File: config.mk
export PLATFORM = sky130hd
export DESIGN_NAME = led_pump_backlight_control
export DESIGN_NICKNAME = d
export VERILOG_FILES = /design/src/core/led_pkg.sv /design/src/core/led_pump_backlight_control.sv /design/src/core/pump_mode_select.sv
export VERILOG_INCLUDE_DIRS = /design/src /design/src/core
export SDC_FILE = /design/constraint.sdc
export NUM_CORES = 1
export LEC_CHECK = 0
export ABC_AREA = 1
export BUFFER_PORTS_ARGS = -buffer_cell sky130_fd_sc_hd__buf_2
export CELL_PAD_IN_SITES_DETAIL_PLACEMENT = 1
export CELL_PAD_IN_SITES_GLOBAL_PLACEMENT = 1
export CORE_MARGIN = 5
export CORE_UTILIZATION = 38
export DETAILED_ROUTE_END_ITERATION = 6
export GPL_TIMING_DRIVEN = 0
export HOLD_SLACK_MARGIN = 0.02
export PLACE_DENSITY = 0.94
export SLEW_MARGIN = 20
export SYNTH_ARGS = -nofsm -noshare
export SYNTH_HDL_FRONTEND = slang
export SYNTH_SLANG_ARGS = --single-unit
export TNS_END_PERCENT = 50
File: constraint.sdc
create_clock -name pclk -period 12.3 [get_ports pclk]
set_input_delay 0.615 -clock pclk [delete_from_list [all_inputs] [get_ports pclk]]
set_output_delay 0.615 -clock pclk [all_outputs]
set_load 0.02 [all_outputs]
File: src/core/led_params.svh
// Constants for the LED pump and backlight controller: register indices,
// reset values, field positions, timing and mode-selection thresholds.
// Assumes it is included by bare name before any module that uses it.
`ifndef LED_PARAMS_SVH
`define LED_PARAMS_SVH

// Register indices; the APB byte address is the index shifted left by two
`define REG_IDX_CURRENT   8'h00
`define REG_IDX_ENABLE    8'h01
`define REG_IDX_FLASH     8'h02
`define REG_IDX_STATUS    8'h03
`define REG_BYTE_SHIFT    2

// Reset values
`define CURRENT_RESET     8'h00
`define ENABLE_RESET      4'h0
`define FLASH_RESET       5'h10

// Field layout
`define SINK_COUNT        4
`define LEVEL_MSB         4
`define FLASH_LEVEL_MSB   3
`define FLASH_LEVEL_LSB   1

// Level code to current in 0.5 mA units
`define LINEAR_TOP_CODE   5'h17
`define MID_TOP_CODE      5'h1a
`define HALF_MA_AT_12     6'h18
`define HALF_MA_AT_15     6'h1e
`define HALF_MA_MIN       6'h01
`define HALF_MA_MAX       6'h32

// Clock and pump switching rate
`define CLK_HZ            10000000
`define PUMP_HZ           250000
`define PUMP_HALF_CYCLES  (`CLK_HZ / (2 * `PUMP_HZ))

// Sink headroom thresholds for ratio changes (up below, down above)
`define UP_1X_TO_1P5X     8'h20
`define DOWN_1P5X_TO_1X   8'h40
`define UP_1P5X_TO_2X     8'h18
`define DOWN_2X_TO_1P5X   8'h38

`endif

File: src/core/led_pkg.sv
// Types shared by the LED pump and backlight controller.
// Assumes nothing beyond a SystemVerilog compiler.
package led_pkg;

  // Pump multiplication ratio
  typedef enum logic [1:0] {
    MODE_1X,
    MODE_1P5X,
    MODE_2X
  } pump_mode_type;

  // Register selected by an APB address
  typedef enum logic [2:0] {
    SEL_CURRENT,
    SEL_ENABLE,
    SEL_FLASH,
    SEL_STATUS,
    SEL_NONE
  } reg_sel_type;

endpackage

File: src/core/led_pump_backlight_control.sv
// LED pump and backlight controller: APB registers, four backlight sinks,
// flash sink, automatic pump ratio and pump switching clock.
// Assumes pins are asynchronous; headroom words come from a sampler on pclk.
//
// Local design decisions: the APB register port and the address map.
`timescale 1ns/1ns
`include "led_params.svh"

module led_pump_backlight_control #(
  parameter int ADDR_W = 8,
  parameter int HEAD_W = 8
) (
  // APB clock and reset
  input  wire logic                                pclk,
  input  wire logic                                presetn,
  // APB slave
  input  wire logic                                psel,
  input  wire logic                                penable,
  input  wire logic                                pwrite,
  input  wire logic [ADDR_W-1:0]                   paddr,
  input  wire logic [31:0]                         pwdata,
  output logic      [31:0]                         prdata,
  output logic                                     pready,
  output logic                                     pslverr,
  // Pins
  input  wire logic                                chip_enable_pin,
  input  wire logic                                flash_trigger_pin,
  // Sink headroom samples
  input  wire logic [`SINK_COUNT-1:0][HEAD_W-1:0]  backlight_headroom,
  input  wire logic [HEAD_W-1:0]                   flash_headroom,
  // Sink controls
  output logic                                     backlight_sink_output_1,
  output logic                                     backlight_sink_output_2,
  output logic                                     backlight_sink_output_3,
  output logic                                     backlight_sink_output_4,
  output logic      [5:0]                          backlight_level_half_ma,
  output logic                                     flash_sink_output,
  output logic      [2:0]                          flash_level,
  // Pump
  output led_pkg::pump_mode_type                   pump_mode,
  output logic                                     pump_clk,
  output logic                                     sleep_active
);

  localparam int DIV_W = $clog2(`PUMP_HALF_CYCLES);

  ////////////////////////////////////////////////////////////////////////////
  // Functions

  // Address to register select, word aligned only
  function automatic led_pkg::reg_sel_type decode_sel(input logic [ADDR_W-1:0] a);
    logic [ADDR_W-1:0] idx;
    idx = a >> `REG_BYTE_SHIFT;
    if (a[1:0] != 2'h0) return led_pkg::SEL_NONE;
    case (idx)
      ADDR_W'(`REG_IDX_CURRENT): return led_pkg::SEL_CURRENT;
      ADDR_W'(`REG_IDX_ENABLE):  return led_pkg::SEL_ENABLE;
      ADDR_W'(`REG_IDX_FLASH):   return led_pkg::SEL_FLASH;
      ADDR_W'(`REG_IDX_STATUS):  return led_pkg::SEL_STATUS;
      default:                   return led_pkg::SEL_NONE;
    endcase
  endfunction

  // Level code to sink current in 0.5 mA units
  function automatic logic [5:0] half_ma_of(input logic [4:0] c);
    logic [5:0] off;
    off = 6'h00;
    if (c <= `LINEAR_TOP_CODE) begin
      return {1'b0, c} + `HALF_MA_MIN;
    end else if (c <= `MID_TOP_CODE) begin
      off = {1'b0, c} - {1'b0, `LINEAR_TOP_CODE};
      return `HALF_MA_AT_12 + 6'(off << 1);
    end else begin
      off = {1'b0, c} - {1'b0, `MID_TOP_CODE};
      return `HALF_MA_AT_15 + 6'(off << 2);
    end
  endfunction

  ////////////////////////////////////////////////////////////////////////////
  // Pin synchronisers

  logic en_meta_reg;
  logic en_sync_reg;
  logic fl_meta_reg;
  logic fl_sync_reg;

  // Two flops per pin; only the second is read
  always_ff @(posedge pclk or negedge presetn) begin
    if (!presetn) begin
      en_meta_reg <= 1'b0;
      en_sync_reg <= 1'b0;
      fl_meta_reg <= 1'b0;
      fl_sync_reg <= 1'b0;
    end else begin
      en_meta_reg <= chip_enable_pin;
      en_sync_reg <= en_meta_reg;
      fl_meta_reg <= flash_trigger_pin;
      fl_sync_reg <= fl_meta_reg;
    end
  end

  ////////////////////////////////////////////////////////////////////////////
  // APB slave and registers

  logic [7:0]            current_reg;
  logic [7:0]            current_next;
  logic [3:0]            enable_reg;
  logic [3:0]            enable_next;
  logic [4:0]            flash_reg;
  logic [4:0]            flash_next;
  logic [31:0]           prdata_reg;
  logic [31:0]           prdata_next;
  logic                  pready_reg;
  logic                  pready_next;
  logic                  pslverr_reg;
  logic                  pslverr_next;
  logic                  setup_phase;
  logic                  write_now;
  logic [31:0]           status_word;
  led_pkg::reg_sel_type  sel;
  led_pkg::pump_mode_type mode_now;
  logic                  bl_any;
  logic                  flash_on_reg;
  logic                  sleep_reg;

  assign sel         = decode_sel(paddr);
  assign setup_phase = psel && !penable;
  assign write_now   = psel && penable && pready_reg && pwrite && !pslverr_reg;
  assign status_word = {27'h0000000, en_sync_reg, flash_on_reg, sleep_reg, mode_now};

  // Answer one cycle after setup; writes land at the access edge
  always_comb begin
    pready_next  = setup_phase;
    pslverr_next = setup_phase && (sel == led_pkg::SEL_NONE ||
                                   (pwrite && sel == led_pkg::SEL_STATUS));
    prdata_next  = prdata_reg;
    if (setup_phase && !pwrite) begin
      case (sel)
        led_pkg::SEL_CURRENT: prdata_next = {24'h000000, current_reg};
        led_pkg::SEL_ENABLE:  prdata_next = {28'h0000000, enable_reg};
        led_pkg::SEL_FLASH:   prdata_next = {27'h0000000, flash_reg};
        led_pkg::SEL_STATUS:  prdata_next = status_word;
        default:              prdata_next = 32'h00000000;
      endcase
    end
    current_next = current_reg;
    enable_next  = enable_reg;
    flash_next   = flash_reg;
    if (!en_sync_reg) begin
      current_next = `CURRENT_RESET;
      enable_next  = `ENABLE_RESET;
      flash_next   = `FLASH_RESET;
    end else if (write_now) begin
      case (sel)
        led_pkg::SEL_CURRENT: current_next = pwdata[7:0];
        led_pkg::SEL_ENABLE:  enable_next  = pwdata[3:0];
        led_pkg::SEL_FLASH:   flash_next   = pwdata[4:0];
        default:              current_next = current_reg;
      endcase
    end
  end

  // Register file and bus answer
  always_ff @(posedge pclk or negedge presetn) begin
    if (!presetn) begin
      current_reg <= `CURRENT_RESET;
      enable_reg  <= `ENABLE_RESET;
      flash_reg   <= `FLASH_RESET;
      prdata_reg  <= 32'h00000000;
      pready_reg  <= 1'b0;
      pslverr_reg <= 1'b0;
    end else begin
      current_reg <= current_next;
      enable_reg  <= enable_next;
      flash_reg   <= flash_next;
      prdata_reg  <= prdata_next;
      pready_reg  <= pready_next;
      pslverr_reg <= pslverr_next;
    end
  end

  ////////////////////////////////////////////////////////////////////////////
  // Sink controls and sleep

  logic [3:0]        bl_on_reg;
  logic [3:0]        bl_on_next;
  logic [5:0]        level_reg;
  logic [5:0]        level_next;
  logic              flash_on_next;
  logic [2:0]        flash_level_reg;
  logic [2:0]        flash_level_next;
  logic              sleep_next;
  logic [HEAD_W-1:0] min_head;

  // One shared level, each sink gated by its own enable
  always_comb begin
    bl_on_next       = enable_reg & {`SINK_COUNT{en_sync_reg}};
    level_next       = half_ma_of(current_reg[`LEVEL_MSB:0]);
    flash_on_next    = fl_sync_reg && en_sync_reg;
    flash_level_next = flash_reg[`FLASH_LEVEL_MSB:`FLASH_LEVEL_LSB];
    sleep_next       = !((|bl_on_next) || flash_on_next);
  end

  assign bl_any = |bl_on_reg;

  // Lowest headroom among the sinks that are on
  always_comb begin
    min_head = '1;
    for (int i = 0; i < `SINK_COUNT; i++) begin
      if (bl_on_reg[i] && backlight_headroom[i] < min_head) min_head = backlight_headroom[i];
    end
    if (flash_on_reg && flash_headroom < min_head) min_head = flash_headroom;
  end

  // Sink register stage
  always_ff @(posedge pclk or negedge presetn) begin
    if (!presetn) begin
      bl_on_reg       <= 4'h0;
      level_reg       <= `HALF_MA_MIN;
      flash_on_reg    <= 1'b0;
      flash_level_reg <= 3'h0;
      sleep_reg       <= 1'b1;
    end else begin
      bl_on_reg       <= bl_on_next;
      level_reg       <= level_next;
      flash_on_reg    <= flash_on_next;
      flash_level_reg <= flash_level_next;
      sleep_reg       <= sleep_next;
    end
  end

  ////////////////////////////////////////////////////////////////////////////
  // Pump divider, ratio selector and switching clock

  logic [DIV_W-1:0] div_reg;
  logic [DIV_W-1:0] div_next;
  logic             tick;
  logic             pump_clk_reg;
  logic             pump_clk_next;

  assign tick = !sleep_reg && div_reg == DIV_W'(`PUMP_HALF_CYCLES - 1);

  // Divider runs while awake; clock toggles only above 1x
  always_comb begin
    div_next      = (sleep_reg || tick) ? '0 : div_reg + 1'b1;
    pump_clk_next = pump_clk_reg;
    if (sleep_reg || mode_now == led_pkg::MODE_1X) pump_clk_next = 1'b0;
    else if (tick) pump_clk_next = !pump_clk_reg;
  end

  // Divider and pump clock registers
  always_ff @(posedge pclk or negedge presetn) begin
    if (!presetn) begin
      div_reg      <= '0;
      pump_clk_reg <= 1'b0;
    end else begin
      div_reg      <= div_next;
      pump_clk_reg <= pump_clk_next;
    end
  end

  // Ratio selector, paced by the divider tick
  pump_mode_select u_mode (
    .clk      (pclk),
    .rst_n    (presetn),
    .awake    (!sleep_reg),
    .tick     (tick),
    .min_head (min_head),
    .mode     (mode_now)
  );

  ////////////////////////////////////////////////////////////////////////////
  // Outputs

  assign prdata                  = prdata_reg;
  assign pready                  = pready_reg;
  assign pslverr                 = pslverr_reg;
  assign backlight_sink_output_1 = bl_on_reg[0];
  assign backlight_sink_output_2 = bl_on_reg[1];
  assign backlight_sink_output_3 = bl_on_reg[2];
  assign backlight_sink_output_4 = bl_on_reg[3];
  assign backlight_level_half_ma = level_reg;
  assign flash_sink_output       = flash_on_reg;
  assign flash_level             = flash_level_reg;
  assign pump_mode               = mode_now;
  assign pump_clk                = pump_clk_reg;
  assign sleep_active            = sleep_reg;
endmodule

File: src/core/pump_mode_select.sv
// Automatic pump ratio selector with separate up and down thresholds.
// Assumes min_head comes from logic on clk and tick is a one-cycle enable.
`timescale 1ns/1ns
`include "led_params.svh"

module pump_mode_select #(
  parameter logic [7:0] UP_1 = `UP_1X_TO_1P5X,
  parameter logic [7:0] DN_1 = `DOWN_1P5X_TO_1X,
  parameter logic [7:0] UP_2 = `UP_1P5X_TO_2X,
  parameter logic [7:0] DN_2 = `DOWN_2X_TO_1P5X
) (
  // Clock and reset
  input  wire logic                   clk,
  input  wire logic                   rst_n,
  // Control
  input  wire logic                   awake,
  input  wire logic                   tick,
  input  wire logic [7:0]             min_head,
  // Selected ratio
  output led_pkg::pump_mode_type      mode
);

  led_pkg::pump_mode_type mode_reg;
  led_pkg::pump_mode_type mode_next;

  // Step up on low headroom, step down only past the higher threshold
  always_comb begin
    mode_next = mode_reg;
    if (!awake) begin
      mode_next = led_pkg::MODE_1X;
    end else if (tick) begin
      case (mode_reg)
        led_pkg::MODE_1X: begin
          if (min_head < UP_1) mode_next = led_pkg::MODE_1P5X;
        end
        led_pkg::MODE_1P5X: begin
          if (min_head < UP_2) mode_next = led_pkg::MODE_2X;
          else if (min_head > DN_1) mode_next = led_pkg::MODE_1X;
        end
        led_pkg::MODE_2X: begin
          if (min_head > DN_2) mode_next = led_pkg::MODE_1P5X;
        end
        default: mode_next = led_pkg::MODE_1X;
      endcase
    end
  end

  // Ratio register
  always_ff @(posedge clk or negedge rst_n) begin
    if (!rst_n) mode_reg <= led_pkg::MODE_1X;
    else mode_reg <= mode_next;
  end

  assign mode = mode_reg;
endmodule

==> qor.yml <==
nets: 789
vias: 3970
fin_util_pct: 46.5
synth_edf_count: 0
cpPeakStageDelay_ns: 0.34
yosys.area.top_type: "dfrtp_1"
critical_path_class: "input pin to flop"
antenna_found_initial: 0
syn2layout_area_growth_pct: 20.3
async_flop_share_pct: 100
worst_pin_slew_ns: 0.672
fp-row-count: 37
clock_path_buffers: 2
wl_per_cell_um: 14.7
cts_tree: "yes"
power.total_uw: 360
finalMaxSlewViolations: 0
viasPerCell: 4.93
routabilityCongestion: 0.857
grt_max_degree: 55
multi_input_area_um2: 2200
grt_pass1_wl_mm: 20.1
drv_cap: 0
finClkSkew_ns: 0.00965
status: "finished, final reports clean"
drive_above_1_share_pct: 22.4
post-route-drc-count: 0
syn_avg_cell_area_um2: 7.20
fin_crit_ns: 7.49
grt_usage_pct: 19.1
fmax_ghz: 0.134
cts.sinks: 54
hold_viol: 0
cts-htree-levels: 2
cp.required_ns: 12.50
max-vdd-ir-drop_v: 0.0000663
numCtsBuffers: 5
post_cts_resized: 0
arrival_ns: 7.69
rsz0062_at_grt: "false"
power.density_nw_per_um2: 75.7
diodes: 0
synth_cells: 549
instances_no_fill: 806
overflow: 0
post_cts_buffers: 0
clkTransAtPathRegs_ns: 0.10
cp_num_buf_inv: 4
yosysWarnings: 0
io_pins: 139
worstSkewPairLatency_ns: 0.31
grt_pass1_vias: 4443
end_kind: "flop"
ant_nets: 0
coreArea_um2: 10200
start_kind: "input pin"
clockRootBuffer: "clkbuf_8"
place_hpwl_mm: 9.73
crit_family: "simple AND/OR/NAND/NOR gates"
mappedNetlistArea_um2: 3950
max_slew_margin_pct: 55.2
critPathSlowestCell: "ha_1"
synthTopCellsByArea: "dfrtp_1, nand2_1, ha_1, inv_1, o21ai_0"
fillers: 1380
wl_mm: 11.8
cp_max_fo: 10
regArea_um2: 1360
holdBufCountCts: 0
drt_iter0_markers: 119
die_h_um: 112
dr.pass1.iters: 4
ys.flop_type: "dfrtp_1"
synth_top_area_share_pct: 32.3
placedCellCount: 798
io_buffer_count: 90
hp-class: "input pin to async pin"
worst_path_most_repeated_cell: "nand2_1"
layout_worst_path_cycle_share_pct: 60.9
setup_viol: 0
die_area_um2: 12500
leakage_nw: 2.70
fp.dieW_um: 112
start_util_pct: 38.6
yosys_register_bits: 54
ys_seq_area_share_pct: 34.3
tns_ns: 0
ys_types: 35
final timing paths:
kind,from,end,slack (ns),cells past startpoint
setup / recovery,backlight_headroom[5],u_mode.mode[0]$_DFFE_PN0P_,4.81,46
hold / removal,presetn,en_meta_reg$_DFF_PN0_,0.33,1
setup reg to reg,bl_on_reg[0]$_DFF_PN0_,u_mode.mode[0]$_DFFE_PN0P_,4.93,42
hold reg to reg,en_meta_reg$_DFF_PN0_,en_sync_reg$_DFF_PN0_,0.36,0
max in group asynchronous,presetn,prdata[3]$_DFFE_PN0P_,11.51,1
min in group pclk,en_meta_reg$_DFF_PN0_,en_sync_reg$_DFF_PN0_,0.36,0
area by class of cell:
| cell class | count | share of cell area [%] |
|---|---|---|
| clock inverter | 1 | 0.105 |
| inverter | 69 | 5.45 |
| sequential | 54 | 28.5 |
| buffer | 33 | 4.76 |
| multi-input combinational | 416 | 46.2 |
| clock buffer | 7 | 1.82 |
| tap | 136 | 3.58 |
| timing repair buffer | 90 | 9.53 |
Yosys cell counts (6+ instances only):
| master | n |
|---|---|
| a21oi_1 | 9 |
| buf_4 | 25 |
| clkbuf_1 | 6 |
| dfrtp_1 | 51 |
| ha_1 | 33 |
| inv_1 | 67 |
| nand2_1 | 161 |
| nand2_2 | 8 |
| nand3_1 | 37 |
| nor2_1 | 39 |
| nor3_1 | 7 |
| o21ai_0 | 50 |
metal layers:
metal / vias to the layer above / wire (um) / GRT usage [%]
met1: 1881 / 4630 / 21.3
met4: 0 / 294 / 5.93
met5: - / 0 / 0
li1: 1960 / - / -
met2: 100 / 6350 / 36.9
met3: 29 / 543 / 2.72
kinds of logic after synthesis:
| kind of cell | synth area share, % |
|---|---|
| xor gates and xnor gates | 1.33 |
| other | 0.0949 |
| AOI/OAI and AO/OA | 11.4 |
| and+or+nand+nor | 30.2 |
| DFF | 34.3 |
| buffers and inverters | 12.3 |
| adders and majority gates | 10.4 |
stage by stage:
stage          worst slack (ns)  instance area, um^2  hold slack (ns)
4_1_cts                    4.76                 4750            0.359
3_5_place_dp               4.44                 4660            0.341
2_1_floorplan              5.69                 4040            0.319
6_report                   4.81                 4750            0.330
3_3_place_gp               4.82                 4660            0.332
5_1_grt                    3.85                 4750            0.374
placed cells by master (no fill, tap or decap), types with 6 or more instances in the layout:
master / instances
conb_1: 24
nor2_1: 39
nand2_1: 161
clkbuf_8: 6
inv_1: 67
ha_1: 33
buf_4: 26
nand3_1: 37
a21oi_1: 9
nor3_1: 7
nand2_2: 8
buf_2: 90
o21ai_0: 50
dfrtp_1: 51
clkbuf_1: 7
where the power goes:
group / internal, mW / switching [mW] / total [mW]
Combinational: 0.0252 / 0.0430 / 0.0683
Sequential: 0.185 / 0.00470 / 0.189
Clock: 0.0456 / 0.0569 / 0.102
Power figures use the tool's default switching activity.
